[src/mbc_pkg.sv]
package mbc_pkg;
    // ------------------------------------------------------------
    // clock and times
    // ------------------------------------------------------------
    localparam int unsigned CLK_HZ          = 10_000_000;
    localparam int unsigned PRESS_MIN_MS    = 150;
    localparam int unsigned PRESS_MAX_MS    = 4000;
    localparam int unsigned INVERT_MAX_MS   = 500;
    localparam int unsigned DROPOUT_MS      = 300;
    localparam int unsigned SINGLE_MAX_MS   = 4000;
    localparam int unsigned MUTE_MAX_MIN    = 10;
    localparam int unsigned PRESS_MIN_CYC   = PRESS_MIN_MS * (CLK_HZ / 1000);
    localparam int unsigned PRESS_MAX_CYC   = PRESS_MAX_MS * (CLK_HZ / 1000);
    localparam int unsigned INVERT_MAX_CYC  = INVERT_MAX_MS * (CLK_HZ / 1000);
    localparam int unsigned DROPOUT_CYC     = DROPOUT_MS * (CLK_HZ / 1000);
    localparam int unsigned SINGLE_MAX_CYC  = SINGLE_MAX_MS * (CLK_HZ / 1000);
    localparam longint unsigned MUTE_MAX_CYC =
        longint'(MUTE_MAX_MIN) * 60 * CLK_HZ;
    // ------------------------------------------------------------
    // modes and sizes
    // ------------------------------------------------------------
    localparam logic [2:0] MODE_ONE   = 3'h1;
    localparam logic [2:0] MODE_THREE = 3'h3;
    localparam logic [2:0] MODE_FOUR  = 3'h4;
    localparam logic [2:0] MODE_SIX   = 3'h6;
    localparam int unsigned NUM_AREAS = 10;
    localparam int unsigned CNT_W     = 32;
    localparam logic [7:0] TEACH_SIZE_ERROR_MSG = 8'h47;
    localparam logic [7:0] MSG_NONE             = 8'h00;
    localparam logic [CNT_W-1:0] CNT_ZERO = 32'h0000_0000;
    localparam logic [CNT_W-1:0] CNT_ONE  = 32'h0000_0001;
    // ------------------------------------------------------------
    // teach states
    // ------------------------------------------------------------
    typedef enum logic [2:0] {
        T_IDLE   = 3'b001,
        T_ACTIVE = 3'b010,
        T_FAIL   = 3'b100
    } teach_state_t;
    // ------------------------------------------------------------
    // mute states
    // ------------------------------------------------------------
    typedef enum logic [3:0] {
        M_NORMAL  = 4'b0001,
        M_MUTING  = 4'b0010,
        M_RESTART = 4'b0100,
        M_LOCKED  = 4'b1000
    } mute_state_t;
endpackage

[src/muting_blanking_control.sv]
`timescale 1ns/10ps
module muting_blanking_control
    import mbc_pkg::*;
#(
    parameter int unsigned BEAMS      = 32,
    parameter int unsigned PRESS_MIN  = PRESS_MIN_CYC,
    parameter int unsigned PRESS_MAX  = PRESS_MAX_CYC,
    parameter int unsigned INVERT_MAX = INVERT_MAX_CYC,
    parameter int unsigned DROPOUT    = DROPOUT_CYC,
    parameter int unsigned SINGLE_MAX = SINGLE_MAX_CYC,
    parameter longint unsigned MUTE_MAX = MUTE_MAX_CYC,
    parameter int unsigned FLASH_HALF = 2_500_000
) (
    input  wire logic             clk_in,
    input  wire logic             nrst_in,
    input  wire logic [2:0]       mode_in,
    input  wire logic             function_group_one_in,
    input  wire logic [BEAMS-1:0] beam_blocked_in,
    input  wire logic             ctrl_a_in,
    input  wire logic             ctrl_b_in,
    input  wire logic             teach_key_in,
    input  wire logic             reset_button_in,
    input  wire logic             mute_sensor_a_in,
    input  wire logic             mute_sensor_b_in,
    input  wire logic             error_in,
    output logic                  safety_switch_output_out,
    output logic                  blanking_indicator_out,
    output logic                  muting_active_out,
    output logic                  reduced_resolution_out,
    output logic                  floating_blanking_out,
    output logic                  restart_required_out,
    output logic [7:0]            user_msg_out,
    output logic [3:0]            area_count_out
);
    // ------------------------------------------------------------
    // helpers
    // ------------------------------------------------------------
    function automatic logic [CNT_W-1:0] sat_inc(input logic [CNT_W-1:0] c);
        return (c == 32'hFFFF_FFFF) ? c : c + CNT_ONE;
    endfunction
    function automatic logic press_ok(input logic [CNT_W-1:0] c,
                                      input int unsigned lo,
                                      input int unsigned hi);
        return (c >= CNT_W'(lo)) && (c <= CNT_W'(hi));
    endfunction

    // ------------------------------------------------------------
    // key press timing
    // ------------------------------------------------------------
    logic             teach_key_r;
    logic             reset_btn_r;
    logic [CNT_W-1:0] teach_cnt_r;
    logic [CNT_W-1:0] reset_cnt_r;
    logic             teach_press_ok;
    logic             reset_press_ok;

    always_ff @(posedge clk_in or negedge nrst_in) begin
        if (!nrst_in) begin
            teach_key_r <= 1'b0;
            reset_btn_r <= 1'b0;
            teach_cnt_r <= CNT_ZERO;
            reset_cnt_r <= CNT_ZERO;
        end else begin
            teach_key_r <= teach_key_in;
            reset_btn_r <= reset_button_in;
            teach_cnt_r <= teach_key_in ? sat_inc(teach_cnt_r) : CNT_ZERO;
            reset_cnt_r <= reset_button_in ? sat_inc(reset_cnt_r) : CNT_ZERO;
        end
    end

    assign teach_press_ok = teach_key_r && !teach_key_in &&
        press_ok(teach_cnt_r, PRESS_MIN, PRESS_MAX);
    assign reset_press_ok = reset_btn_r && !reset_button_in &&
        press_ok(reset_cnt_r, PRESS_MIN, PRESS_MAX);

    // ------------------------------------------------------------
    // antivalent blanking control
    // ------------------------------------------------------------
    logic             ctrl_a_r;
    logic             ctrl_b_r;
    logic [CNT_W-1:0] inv_cnt_r;
    logic             inv_wait_r;
    logic             blank_en_r;
    logic             ctrl_mode;
    logic             a_flip;
    logic             b_flip;

    assign ctrl_mode = (mode_in == MODE_ONE) || (mode_in == MODE_THREE);
    assign a_flip    = ctrl_a_in != ctrl_a_r;
    assign b_flip    = ctrl_b_in != ctrl_b_r;

    always_ff @(posedge clk_in or negedge nrst_in) begin
        if (!nrst_in) begin
            ctrl_a_r   <= 1'b0;
            ctrl_b_r   <= 1'b1;
            inv_cnt_r  <= CNT_ZERO;
            inv_wait_r <= 1'b0;
            blank_en_r <= 1'b0;
        end else begin
            ctrl_a_r <= ctrl_a_in;
            ctrl_b_r <= ctrl_b_in;
            if (!ctrl_mode) begin
                inv_wait_r <= 1'b0;
                blank_en_r <= 1'b0;
            end else if (a_flip && b_flip && (ctrl_a_in != ctrl_b_in)) begin
                blank_en_r <= ctrl_a_in;
                inv_wait_r <= 1'b0;
            end else if (!inv_wait_r && (a_flip ^ b_flip)) begin
                inv_wait_r <= 1'b1;
                inv_cnt_r  <= CNT_ZERO;
            end else if (inv_wait_r) begin
                inv_cnt_r <= sat_inc(inv_cnt_r);
                if (ctrl_a_in != ctrl_b_in) begin
                    inv_wait_r <= 1'b0;
                    if (inv_cnt_r < CNT_W'(INVERT_MAX)) begin
                        blank_en_r <= ctrl_a_in;
                    end
                end
            end
        end
    end

    // ------------------------------------------------------------
    // teach of floating blanking areas
    // ------------------------------------------------------------
    teach_state_t     teach_st_r;
    logic [BEAMS-1:0] taught_mask_r;
    logic [BEAMS-1:0] move_range_r;
    logic [7:0]       obj_size_r;
    logic [7:0]       cur_size;
    logic             size_seen_r;
    logic [CNT_W-1:0] flash_cnt_r;
    logic             flash_r;
    logic [7:0]       area_size_r [NUM_AREAS];
    logic [3:0]       areas;

    always_comb begin
        cur_size = 8'h00;
        for (int i = 0; i < BEAMS; i++) begin
            cur_size = cur_size + 8'(beam_blocked_in[i]);
        end
        areas = 4'h0;
        for (int i = 0; i < BEAMS; i++) begin
            if (move_range_r[i] && (i == 0 || !move_range_r[i-1]) &&
                areas < 4'(NUM_AREAS)) begin
                areas = areas + 4'h1;
            end
        end
    end

    always_ff @(posedge clk_in or negedge nrst_in) begin
        if (!nrst_in) begin
            teach_st_r    <= T_IDLE;
            taught_mask_r <= '0;
            move_range_r  <= '0;
            obj_size_r    <= 8'h00;
            size_seen_r   <= 1'b0;
            user_msg_out  <= MSG_NONE;
            area_count_out <= 4'h0;
            for (int i = 0; i < NUM_AREAS; i++) area_size_r[i] <= 8'h00;
        end else begin
            unique case (teach_st_r)
                T_IDLE, T_FAIL: begin
                    if (teach_press_ok) begin
                        teach_st_r   <= T_ACTIVE;
                        move_range_r <= '0;
                        size_seen_r  <= 1'b0;
                        user_msg_out <= MSG_NONE;
                    end
                end
                T_ACTIVE: begin
                    move_range_r <= move_range_r | beam_blocked_in;
                    if (cur_size != 8'h00) begin
                        size_seen_r <= 1'b1;
                        obj_size_r  <= cur_size;
                    end
                    if (size_seen_r && cur_size != 8'h00 &&
                        (cur_size > obj_size_r + 8'h01 ||
                         obj_size_r > cur_size + 8'h01)) begin
                        teach_st_r   <= T_FAIL;
                        user_msg_out <= TEACH_SIZE_ERROR_MSG;
                    end else if (teach_press_ok) begin
                        teach_st_r     <= T_IDLE;
                        taught_mask_r  <= move_range_r;
                        area_count_out <= areas;
                        for (int i = 0; i < NUM_AREAS; i++) begin
                            area_size_r[i] <= (4'(i) < areas) ?
                                obj_size_r : 8'h00;
                        end
                    end
                end
            endcase
        end
    end

    always_ff @(posedge clk_in or negedge nrst_in) begin
        if (!nrst_in) begin
            flash_cnt_r <= CNT_ZERO;
            flash_r     <= 1'b0;
        end else if (teach_st_r != T_ACTIVE) begin
            flash_cnt_r <= CNT_ZERO;
            flash_r     <= 1'b0;
        end else if (flash_cnt_r >= CNT_W'(FLASH_HALF - 1)) begin
            flash_cnt_r <= CNT_ZERO;
            flash_r     <= !flash_r;
        end else begin
            flash_cnt_r <= flash_cnt_r + CNT_ONE;
        end
    end

    // ------------------------------------------------------------
    // blanking outputs
    // ------------------------------------------------------------
    logic float_on;
    logic red_res;
    logic blank_active;

    assign float_on = (mode_in == MODE_THREE) && blank_en_r;
    assign red_res  = float_on && function_group_one_in;
    assign blank_active = blank_en_r && (taught_mask_r != '0);

    always_ff @(posedge clk_in or negedge nrst_in) begin
        if (!nrst_in) begin
            blanking_indicator_out <= 1'b0;
            floating_blanking_out  <= 1'b0;
            reduced_resolution_out <= 1'b0;
        end else begin
            blanking_indicator_out <= (teach_st_r == T_ACTIVE) ? flash_r :
                blank_active;
            floating_blanking_out  <= red_res;
            reduced_resolution_out <= red_res;
        end
    end

    // ------------------------------------------------------------
    // field evaluation
    // ------------------------------------------------------------
    logic [BEAMS-1:0] eff_blocked;
    logic             field_broken;
    logic             end_beam_broken;

    // objects of any size in the taught range are not counted while blanking is on
    assign eff_blocked  = (blank_active || red_res) ?
        (beam_blocked_in & ~taught_mask_r) : beam_blocked_in;
    assign field_broken = eff_blocked != '0;
    assign end_beam_broken = (mode_in == MODE_SIX) &&
        beam_blocked_in[BEAMS-1];

    // ------------------------------------------------------------
    // timing-controlled muting
    // ------------------------------------------------------------
    mute_state_t      mute_st_r;
    logic [CNT_W-1:0] both_off_r;
    logic [CNT_W-1:0] a_off_r;
    logic [CNT_W-1:0] b_off_r;
    logic [39:0]      mute_time_r;
    logic             mute_mode;
    logic             both_on;
    logic             mute_end;

    assign mute_mode = (mode_in == MODE_FOUR) || (mode_in == MODE_SIX);
    assign both_on   = mute_sensor_a_in && mute_sensor_b_in;
    assign mute_end  =
        (both_off_r >= CNT_W'(DROPOUT)) ||
        (a_off_r >= CNT_W'(SINGLE_MAX)) ||
        (b_off_r >= CNT_W'(SINGLE_MAX)) ||
        (mute_time_r >= 40'(MUTE_MAX)) || !mute_mode;

    always_ff @(posedge clk_in or negedge nrst_in) begin
        if (!nrst_in) begin
            both_off_r  <= CNT_ZERO;
            a_off_r     <= CNT_ZERO;
            b_off_r     <= CNT_ZERO;
            mute_time_r <= 40'h00_0000_0000;
        end else if (mute_st_r != M_MUTING) begin
            both_off_r  <= CNT_ZERO;
            a_off_r     <= CNT_ZERO;
            b_off_r     <= CNT_ZERO;
            mute_time_r <= 40'h00_0000_0000;
        end else begin
            both_off_r <= (!mute_sensor_a_in && !mute_sensor_b_in) ?
                sat_inc(both_off_r) : CNT_ZERO;
            a_off_r     <= mute_sensor_a_in ? CNT_ZERO : sat_inc(a_off_r);
            b_off_r     <= mute_sensor_b_in ? CNT_ZERO : sat_inc(b_off_r);
            mute_time_r <= mute_time_r + 40'h00_0000_0001;
        end
    end

    always_ff @(posedge clk_in or negedge nrst_in) begin
        if (!nrst_in) begin
            mute_st_r <= M_LOCKED;
        end else begin
            unique case (mute_st_r)
                M_NORMAL: begin
                    if (field_broken && mute_mode && both_on) begin
                        mute_st_r <= M_RESTART;
                    end else if (field_broken) begin
                        mute_st_r <= M_LOCKED;
                    end else if (mute_mode && both_on) begin
                        mute_st_r <= M_MUTING;
                    end
                end
                M_MUTING: begin
                    if (end_beam_broken) begin
                        mute_st_r <= M_LOCKED;
                    end else if (mute_end) begin
                        mute_st_r <= field_broken ? M_LOCKED : M_NORMAL;
                    end
                end
                M_RESTART, M_LOCKED: begin
                    if (reset_press_ok && !error_in) begin
                        mute_st_r <= (mute_mode && both_on) ?
                            M_MUTING : M_NORMAL;
                    end
                end
            endcase
        end
    end

    always_ff @(posedge clk_in or negedge nrst_in) begin
        if (!nrst_in) begin
            safety_switch_output_out <= 1'b0;
            muting_active_out        <= 1'b0;
            restart_required_out     <= 1'b0;
        end else begin
            safety_switch_output_out <= (mute_st_r == M_MUTING) ?
                !end_beam_broken :
                (mute_st_r == M_NORMAL) && !field_broken && !error_in;
            muting_active_out    <= mute_st_r == M_MUTING;
            restart_required_out <= mute_st_r == M_RESTART;
        end
    end
endmodule

[config.mk]
export PLATFORM = sky130hd
export DESIGN_NAME = muting_blanking_control
export DESIGN_NICKNAME = d
export VERILOG_FILES = /design/src/mbc_pkg.sv /design/src/muting_blanking_control.sv
export SDC_FILE = /design/constraint.sdc
export NUM_CORES = 1
export LEC_CHECK = 0
export ABC_AREA = 1
export ABC_CLOCK_PERIOD_IN_PS = 17900
export BUFFER_PORTS_ARGS = -buffer_cell sky130_fd_sc_hd__buf_2
export CORE_MARGIN = 1
export CORE_UTILIZATION = 35
export DETAILED_ROUTE_END_ITERATION = 16
export PLACE_DENSITY = 0.53
export SLEW_MARGIN = 20
export SYNTH_ARGS = -nofsm -noshare
export SYNTH_HDL_FRONTEND = slang
export SYNTH_SLANG_ARGS = --single-unit
[constraint.sdc]
create_clock -name clk_in -period 17.9 [get_ports clk_in]
set_input_delay 1.79 -clock clk_in [delete_from_list [all_inputs] [get_ports clk_in]]
set_output_delay 1.79 -clock clk_in [all_outputs]
set_load 0.02 [all_outputs]
==> results.md, run 1 <==
- Most numerous cell on the critical path: inv_2
- Placement Cell Area: ~25000 um^2
- CTS Buf Count: 45
- Final nets: about 3400
- Largest net degree at the start of global routing: between 100 and 150
- Hold crit path type: register to register
- Design Area, Final: ~27000 um^2
- Remaining DRCs: 0
- Mean routed wirelength per cell: 13.1 um
- Gate count of the mapped netlist: 3135
- Crit-path slowest cell: dfrtp_1
- Worst path max stage delay: around 400 ps
- CTS clk-pin slew, worst paths: 60 ps
- Setup slack after layout: roughly 1000 ps
- GR Overflow Total: 0
- Status: finished clean
- DIE HEIGHT: 260 um
- FFs w/ async S/R, synth: 100%
- CP Data Required Time: between 15000 and 20000 ps
- Final worst path period share: a little over nine tenths
- Global-route wire length before repair: around 93000 um
- Share of cells above drive strength 1: a little over an eighth
- Pre-CTS setup slack: 173 ps
- IO Port Bufs: 58
- Predominant post-synthesis flop cell: dfrtp_1
- Final WL: approximately 54000 um
- # H-tree levels: 2
- CTS Sinks: about 360
- Synth warn: 0
- Vias per std cell: slightly below 5
- Starting Density: 35.4%
- First drt pass iteration count: 5
- Relative slew slack: between 20% and 30%
- Arrival time worst endpoint: ~17000 ps
- Hpwl dp: around 40000 um
- Count of final max-slew check failures: 0
- # IOs: 63
- Startpoint types: register
- Most frequent cells in the layout: inv_1, nand2_1, nor2_1
- Max-cap violations: 0
- Highest clock rate: 0.0591 GHz
- Total GRT Usage: between 10% and 20%
- Sequential fraction of the synthesis area: roughly two fifths
- Placer Congestion: approximately 0.83
- Drt initial violations: approximately 1200
- Post-Syn Area: ~23000 um^2
- Tmin final: 16910 ps
- Tightest Pin Transition: ~1100 ps
- CTS root buf: clkbuf_16
- Final core utilization: 40.3%
- Commonest non-fill, non-tap cell in the layout: inv_1
- EDFF count, synth: 0
- # hold bufs at CTS: 0
- CTS tree: yes
- Final setup viols: 0
- Non-Filler Instances: 4147
- DP Cell Count: about 4000
- Core ar.: 65900 um^2
- Worst Skew: between 20 and 30 ps
- Number of failing hold endpoints at the final stage: 0
- Initial antenna violation count: 3
- Cell row count: 94
- FF+latch count, synth: about 360
- Die area: about 68000 um^2
- Worst skew pair latency: approximately 580 ps
- Die span in x: around 260 um
- DR vias: approximately 20000
- Syn Area/Cell: about 7.4 um^2
- Area growth, synth to finish: 13.8%
- Crit-path max FO: 5
- Yosys cell types: 53
- Vias in the first global route: about 19000
- Bufs on Longest Clock Path: 3
- Final ANT Viol Nets: 0
- Crit path capture type: register
- Critical path class: register to register
==> per-layer routing <==
metal / vias to the layer above / global-route usage, % / part of all wire, %
li1: 10400 / - / -
met1: 9259 / 22.7 / 49
met2: 236 / 26.6 / 45
met3: 70 / 2.32 / 3.3
met4: 0 / 4.05 / 1.9
met5: - / 0 / 0
==> final cells by class <==
cell class                 count  area [um^2]
antenna                        4         10.0
clock buffer                  67         1340
clock inverter                13          163
fill                        6872        39300
inverter                     577         2170
multi-input combinational   2164        12200
sequential                   359         8990
tap                          864         1080
timing repair buffer          99          612
==> worst max-delay path, delay by kind of cell, from the launching register on <==
| family | cells | cell delay [ps] |
|---|---|---|
| xor+xnor | 1 | 180 |
| fa+ha+maj | 26 | 6630 |
| buf+inv | 29 | 1350 |
| flops | 1 | 400 |
| simple gates | 67 | 8230 |
==> registers in the layout, summed over array words and instances (netlist names), 3 cells and up <==
name and cells:
teach_cnt_r 32, mute_st_r 4, taught_mask_r 32, both_off_r 32, obj_size_r 6, mute_time_r 40
reset_cnt_r 32, b_off_r 32, teach_st_r 3, move_range_r 32, inv_cnt_r 32, a_off_r 32
flash_cnt_r 32, area_count_out 4
==> cell usage after synthesis, types with 62 or more instances <==
cell type | instances | share of area, %
a21oi_1 | 206 | 4.4
dfrtp_1 | 356 | 38
ha_1 | 64 | 3.4
inv_1 | 515 | 8.3
inv_2 | 62 | 1.0
nand2_1 | 492 | 7.9
nand2_2 | 94 | 2.5
nand2_4 | 75 | 3.6
nand3_1 | 150 | 3.2
nand4_1 | 81 | 2.2
nor2_1 | 365 | 5.9
nor3_1 | 146 | 3.1
o21ai_0 | 171 | 3.7
==> path summary, 6_finish.rpt <==
path / startpoint / to / slack, ps / cells after the start
worst max-delay path: move_range_r[1] / area_count_out[1] / 990 / 123
worst min-delay path: flash_cnt_r[0] / flash_cnt_r[0] / 460 / 1
worst max register to register: move_range_r[1] / area_count_out[1] / 990 / 123
worst min register to register: flash_cnt_r[0] / flash_cnt_r[0] / 460 / 1
max in group asynchronous: nrst_in / flash_cnt_r[19] / 14410 / 3
min in group asynchronous: nrst_in / move_range_r[20] / 1270 / 1
==> per-stage QoR <==
stage	TNS, ps	hold WS, ps
6_report	0	459
3_5_place_dp	0	452
5_1_grt	-340	484
2_1_floorplan	0	431
4_1_cts	0	460
3_3_place_gp	0	450
==> kinds of logic (layout without fill, tap and decap cells) <==
family                     after synthesis  after routing  synth area share (%)
xor gates and xnor gates                53             53                  2.06
adders and majority gates               88             88                  5.50
AOI/OAI and AO/OA                      488            488                  11.7
other                                    1             18                0.0161
muxes                                    1              1                0.0430
and+or+nand+nor                       1520           1520                  31.9
DFF                                    359            359                  38.6
buffers and inverters                  625            756                  10.2
==> timing repair <==
action | CTS | global route
setup buffers | 0 | 30
setup endpoints to repair | 0 | 4
resized for setup | 0 | 35
Power of run 1 is left out: the tool's default activity adds up to more than one toggle a clock period on the data nets, which glitch-free logic cannot reach.
==> run 2, diff against run 1 <==
- RECOVER_POWER: unset -> 25
==> results.md, run 2 (synthesis gave the netlist of run 1 again) <==
- Status: finished with violations
- Failing checks: capacitance limit, slew limit
- Crit path capture type: register
- First drt pass iteration count: 5 (unchanged)
- Core ar.: 65900 um^2 (unchanged)
- # H-tree levels: 2 (unchanged)
- CTS clk-pin slew, worst paths: 60 ps (about the same)
- Vias in the first global route: 19200 (unchanged)
- Commonest non-fill, non-tap cell in the layout: inv_1
- Most numerous cell on the critical path: inv_2
- Final WL: 54500 um (about the same)
- Crit-path max FO: 5 (unchanged)
- Largest net degree at the start of global routing: 107 (unchanged)
- Vias per std cell: 4.82 (about the same)
- Hpwl dp: 39900 um (unchanged)
- # IOs: 63 (unchanged)
- Area growth, synth to finish: 13.7%
- Largest register FFs: 40 (unchanged)
- Critical path class: register to register
- CTS Buf Count: 45 (unchanged)
- Die span in x: 260 um (unchanged)
- Mean routed wirelength per cell: 13.1 um (about the same)
- Final nets: 3379 (unchanged)
- Most frequent cells in the layout: inv_1, nand2_1, nor2_1
- Max-cap violations: 2 (+2)
- DR vias: 20000 (+0.055%)
- Worst hold slack: 459 ps (-0.0370 ps)
- Tightest Pin Transition: 6020 ps (+4880 ps)
- Largest Register: mute_time_r
- Drt initial violations: 1162 (-2.5%)
- CP delay by family, top: simple AND/OR/NAND/NOR gates
- Worst Skew: 28.7 ps (+0.103 ps)
- Die area: 67600 um^2 (unchanged)
- Share of cells above drive strength 1: 13.4% (-0.30 points)
- Tmin final: 16910 ps (+5.62 ps)
- Bufs on Longest Clock Path: 3 (unchanged)
- GR Overflow Total: 0 (unchanged)
- Starting Density: 35.4% (unchanged)
- Hold crit path type: register to register
- Initial antenna violation count: 3 (unchanged)
- Highest clock rate: 0.0591 GHz (about the same)
- CTS Sinks: 359 (unchanged)
- Startpoint types: register
- CTS root buf: clkbuf_16
- DIE HEIGHT: 260 um (unchanged)
- Count of final max-slew check failures: 163 (+163)
- Number of failing hold endpoints at the final stage: 0 (unchanged)
- Cell row count: 94 (unchanged)
- Final worst path period share: 94.5% (about the same)
- IO Port Bufs: 58 (unchanged)
- Worst path max stage delay: 400 ps (about the same)
- Worst skew pair latency: 580 ps (about the same)
- Global-route wire length before repair: 92900 um (unchanged)
- Total GRT Usage: 16.3% (unchanged)
- Final ANT Viol Nets: 0 (unchanged)
- Final setup viols: 0 (unchanged)
- # hold bufs at CTS: 0 (unchanged)
- Arrival time worst endpoint: 17370 ps (about the same)
- Relative slew slack: -301% (-320 points)
- Placer Congestion: 0.829 (unchanged)
- Remaining DRCs: 0 (unchanged)
- Crit-path slowest cell: dfrtp_1
- CP Data Required Time: 18360 ps (about the same)
- CTS tree: yes
- Critical path buffer and inverter count: 29 (unchanged)
[run 2: cell type report]
type	count	area (um^2)
clock inverters	13	163
inverters	577	2170
flip-flops and latches	359	8990
multi-input cells	2164	12200
fillers	6881	39400
repair buffers	99	583
diodes	3	7.51
clock buffers	67	1340
well taps	864	1080
[run 2: layer usage]
metal	global-route usage (%)	routed length (um)
met5	0	0
met4	4.05	1040
met3	2.32	1670
met2	26.6	24800
met1	22.7	27000
[run 2: stage by stage]
stage | util, % | setup WS, ps | cell area, um^2 | cells | TNS, ps
CTS | 39.7 | 143 | 26100 | 4113 | 0
detailed placement | 37.4 | 173 | 24600 | 4033 | 0
global placement | 37.4 | 455 | 24600 | 4033 | 0
global route | 40.2 | -128 | 26500 | 4146 | -340
floorplan | - | 1080 | 23400 | 3148 | 0
finish | 40.2 | 988 | 26500 | 4146 | 0
[run 2: timing repair]
action | CTS | global route
resized for setup | 0 | 35
endpoints found under the setup margin | 0 | 4
hold endpoints to repair | 0 | 0
setup buffers | 0 | 30
[run 2: final timing paths]
check                           startpoint                 to  slack, ps  cells past startpoint
max                        move_range_r[1]  area_count_out[1]        990                    123
min                         flash_cnt_r[0]     flash_cnt_r[0]        460                      1
max reg2reg                move_range_r[1]  area_count_out[1]        990                    123
min reg2reg                 flash_cnt_r[0]     flash_cnt_r[0]        460                      1
max in group asynchronous          nrst_in     mute_time_r[0]       9690                      2
min in group asynchronous          nrst_in   move_range_r[20]       3460                      1
Power of run 2 is left out for the same reason.
==> run 3, diff against run 2 <==
--- a/config.mk
+++ b/config.mk
@@ -12,4 +12,5 @@
 export CORE_UTILIZATION = 35
 export DETAILED_ROUTE_END_ITERATION = 16
+export MAX_ROUTING_LAYER = met4
 export PLACE_DENSITY = 0.53
 export RECOVER_POWER = 25
==> constraint.sdc (replaced) <==
create_clock -name clk_in -period 17.9 [get_ports clk_in]
set_input_delay 0.895 -clock clk_in [delete_from_list [all_inputs] [get_ports clk_in]]
set_output_delay 0.895 -clock clk_in [all_outputs]
set_load 0.02 [all_outputs]
==> results.md, run 3 (synthesis gave the netlist of run 1 again) <==
- Non-Filler Instances: 4147 (+0.024%)
- Critical path buffer and inverter count: 29 (unchanged)
- Area growth, synth to finish: 13.7% (about the same)
- Status: finished with violations
- DR vias: 20000 (+0.12%)
- Remaining DRCs: 0 (unchanged)
- Final nets: 3379 (unchanged)
- Total GRT Usage: 16.9% (+0.51 points)
- Vias per std cell: 4.83 (about the same)
- Placer Congestion: 0.842 (+1.5%)
- Largest Register: mute_time_r
- Bufs on Longest Clock Path: 3 (unchanged)
- Commonest non-fill, non-tap cell in the layout: inv_1
- Vias in the first global route: 19200 (+0.026%)
- Hold crit path type: primary input to register
- Share of cells above drive strength 1: 13.4% (unchanged)
- Cell row count: 94 (unchanged)
- # H-tree levels: 2 (unchanged)
- Fillers: 6880 (-0.015%)
- Highest clock rate: 0.0591 GHz (about the same)
- IO Port Bufs: 58 (unchanged)
- CP Data Required Time: 18360 ps (about the same)
- Relative slew slack: -300% (+1.3 points)
- Setup TNS: 0 ps (unchanged)
- Setup slack after layout: 991 ps (+3.09 ps)
- Number of failing hold endpoints at the final stage: 0 (unchanged)
- Worst Skew: 28.7 ps (-0.0103 ps)
- Die area: 67600 um^2 (unchanged)
- Tightest Pin Transition: 6000 ps (-19.9 ps)
- Worst skew pair latency: 580 ps (about the same)
- GR Overflow Total: 0 (unchanged)
- FF+latch area: 8990 um^2 (unchanged)
- Startpoint types: register
- Worst path max stage delay: 400 ps (about the same)
- Crit-path max FO: 5 (unchanged)
- Failing checks: capacitance limit, slew limit
- First drt pass iteration count: 5 (unchanged)
- # IOs: 63 (unchanged)
- Largest register FFs: 40 (unchanged)
- Global-route wire length before repair: 93000 um (about the same)
- Final ANT Viol Nets: 0 (unchanged)
- CTS clk-pin slew, worst paths: 60 ps (about the same)
- # hold bufs at CTS: 0 (unchanged)
- Arrival time worst endpoint: 17370 ps (about the same)
- Multi-input gate area: 12200 um^2 (unchanged)
- Starting Density: 35.4% (unchanged)
- CP delay by family, top: simple AND/OR/NAND/NOR gates
- CTS root buf: clkbuf_16
- CTS tree: yes
- Initial antenna violation count: 3 (unchanged)
- Crit path capture type: register
- CTS Sinks: 359 (unchanged)
- Critical path class: register to register
- Hpwl dp: 39900 um (unchanged)
- Largest net degree at the start of global routing: 107 (unchanged)
- Final WL: 54500 um (about the same)
- DP Cell Count: 4033 (unchanged)
- Die span in x: 260 um (unchanged)
- Final worst path period share: 94.5% (about the same)
- Most numerous cell on the critical path: inv_2
- Mean routed wirelength per cell: 13.1 um (about the same)
- Count of final max-slew check failures: 230 (+41%)
- DIE HEIGHT: 260 um (unchanged)
- Drt initial violations: 1135 (-2.3%)
- Pre-CTS setup slack: 173 ps (unchanged)
- Most frequent cells in the layout: inv_1, nand2_1, nor2_1
- Final setup viols: 0 (unchanged)
- Tmin final: 16910 ps (-3.09 ps)
- Core ar.: 65900 um^2 (unchanged)
- Crit-path slowest cell: dfrtp_1
- Final core utilization: 40.2% (about the same)
- CTS Buf Count: 45 (unchanged)
- Max-cap violations: 3 (+1)
## run 3: through the flow
stage	hold slack, ps	cell area [um^2]
detailed placement	452	24600
CTS	412	26100
global placement	450	24600
finish	453	26500
global route	447	26500
floorplan	431	23400
## run 3: area by class of cell
class                      count  share of cell area (%)
clock buffer                  67                    5.06
clock inverter                13                   0.614
sequential                   359                    33.9
inverter                     577                    8.17
antenna                        4                  0.0378
multi-input combinational   2164                    45.9
timing repair buffer          99                    2.20
tap                          864                    4.08
## run 3: worst paths after layout
| kind | depth (start not counted) | startpoint | slack (ps) | end |
|---|---|---|---|---|
| hold reg to reg | 1 | flash_cnt_r[0] | 460 | flash_cnt_r[0] |
| hold / removal | 1 | ctrl_b_in | 450 | ctrl_b_r |
| max in group asynchronous | 3 | nrst_in | 9740 | flash_cnt_r[19] |
| min in group asynchronous | 1 | nrst_in | 2540 | move_range_r[20] |
| setup reg to reg | 123 | move_range_r[1] | 990 | area_count_out[1] |
| setup / recovery | 123 | move_range_r[1] | 990 | area_count_out[1] |
## run 3: repair_timing
item / 4_1_cts / 5_1_grt
endpoints found under the setup margin: 0 / 4
setup buffers: 0 / 30
resized for setup: 0 / 35
hold endpoints to repair: 0 / 0
## run 3: routing by layer
metal	wire, um	GRT usage, %	part of all wire, %	vias up
met1	26800	22.8	49	9245
met2	24700	26.6	45	270
met5	0	-	0	-
li1	-	-	-	10400
met3	1990	2.33	3.6	73
met4	1030	4.05	1.9	0
Power of run 3 is left out for the same reason.
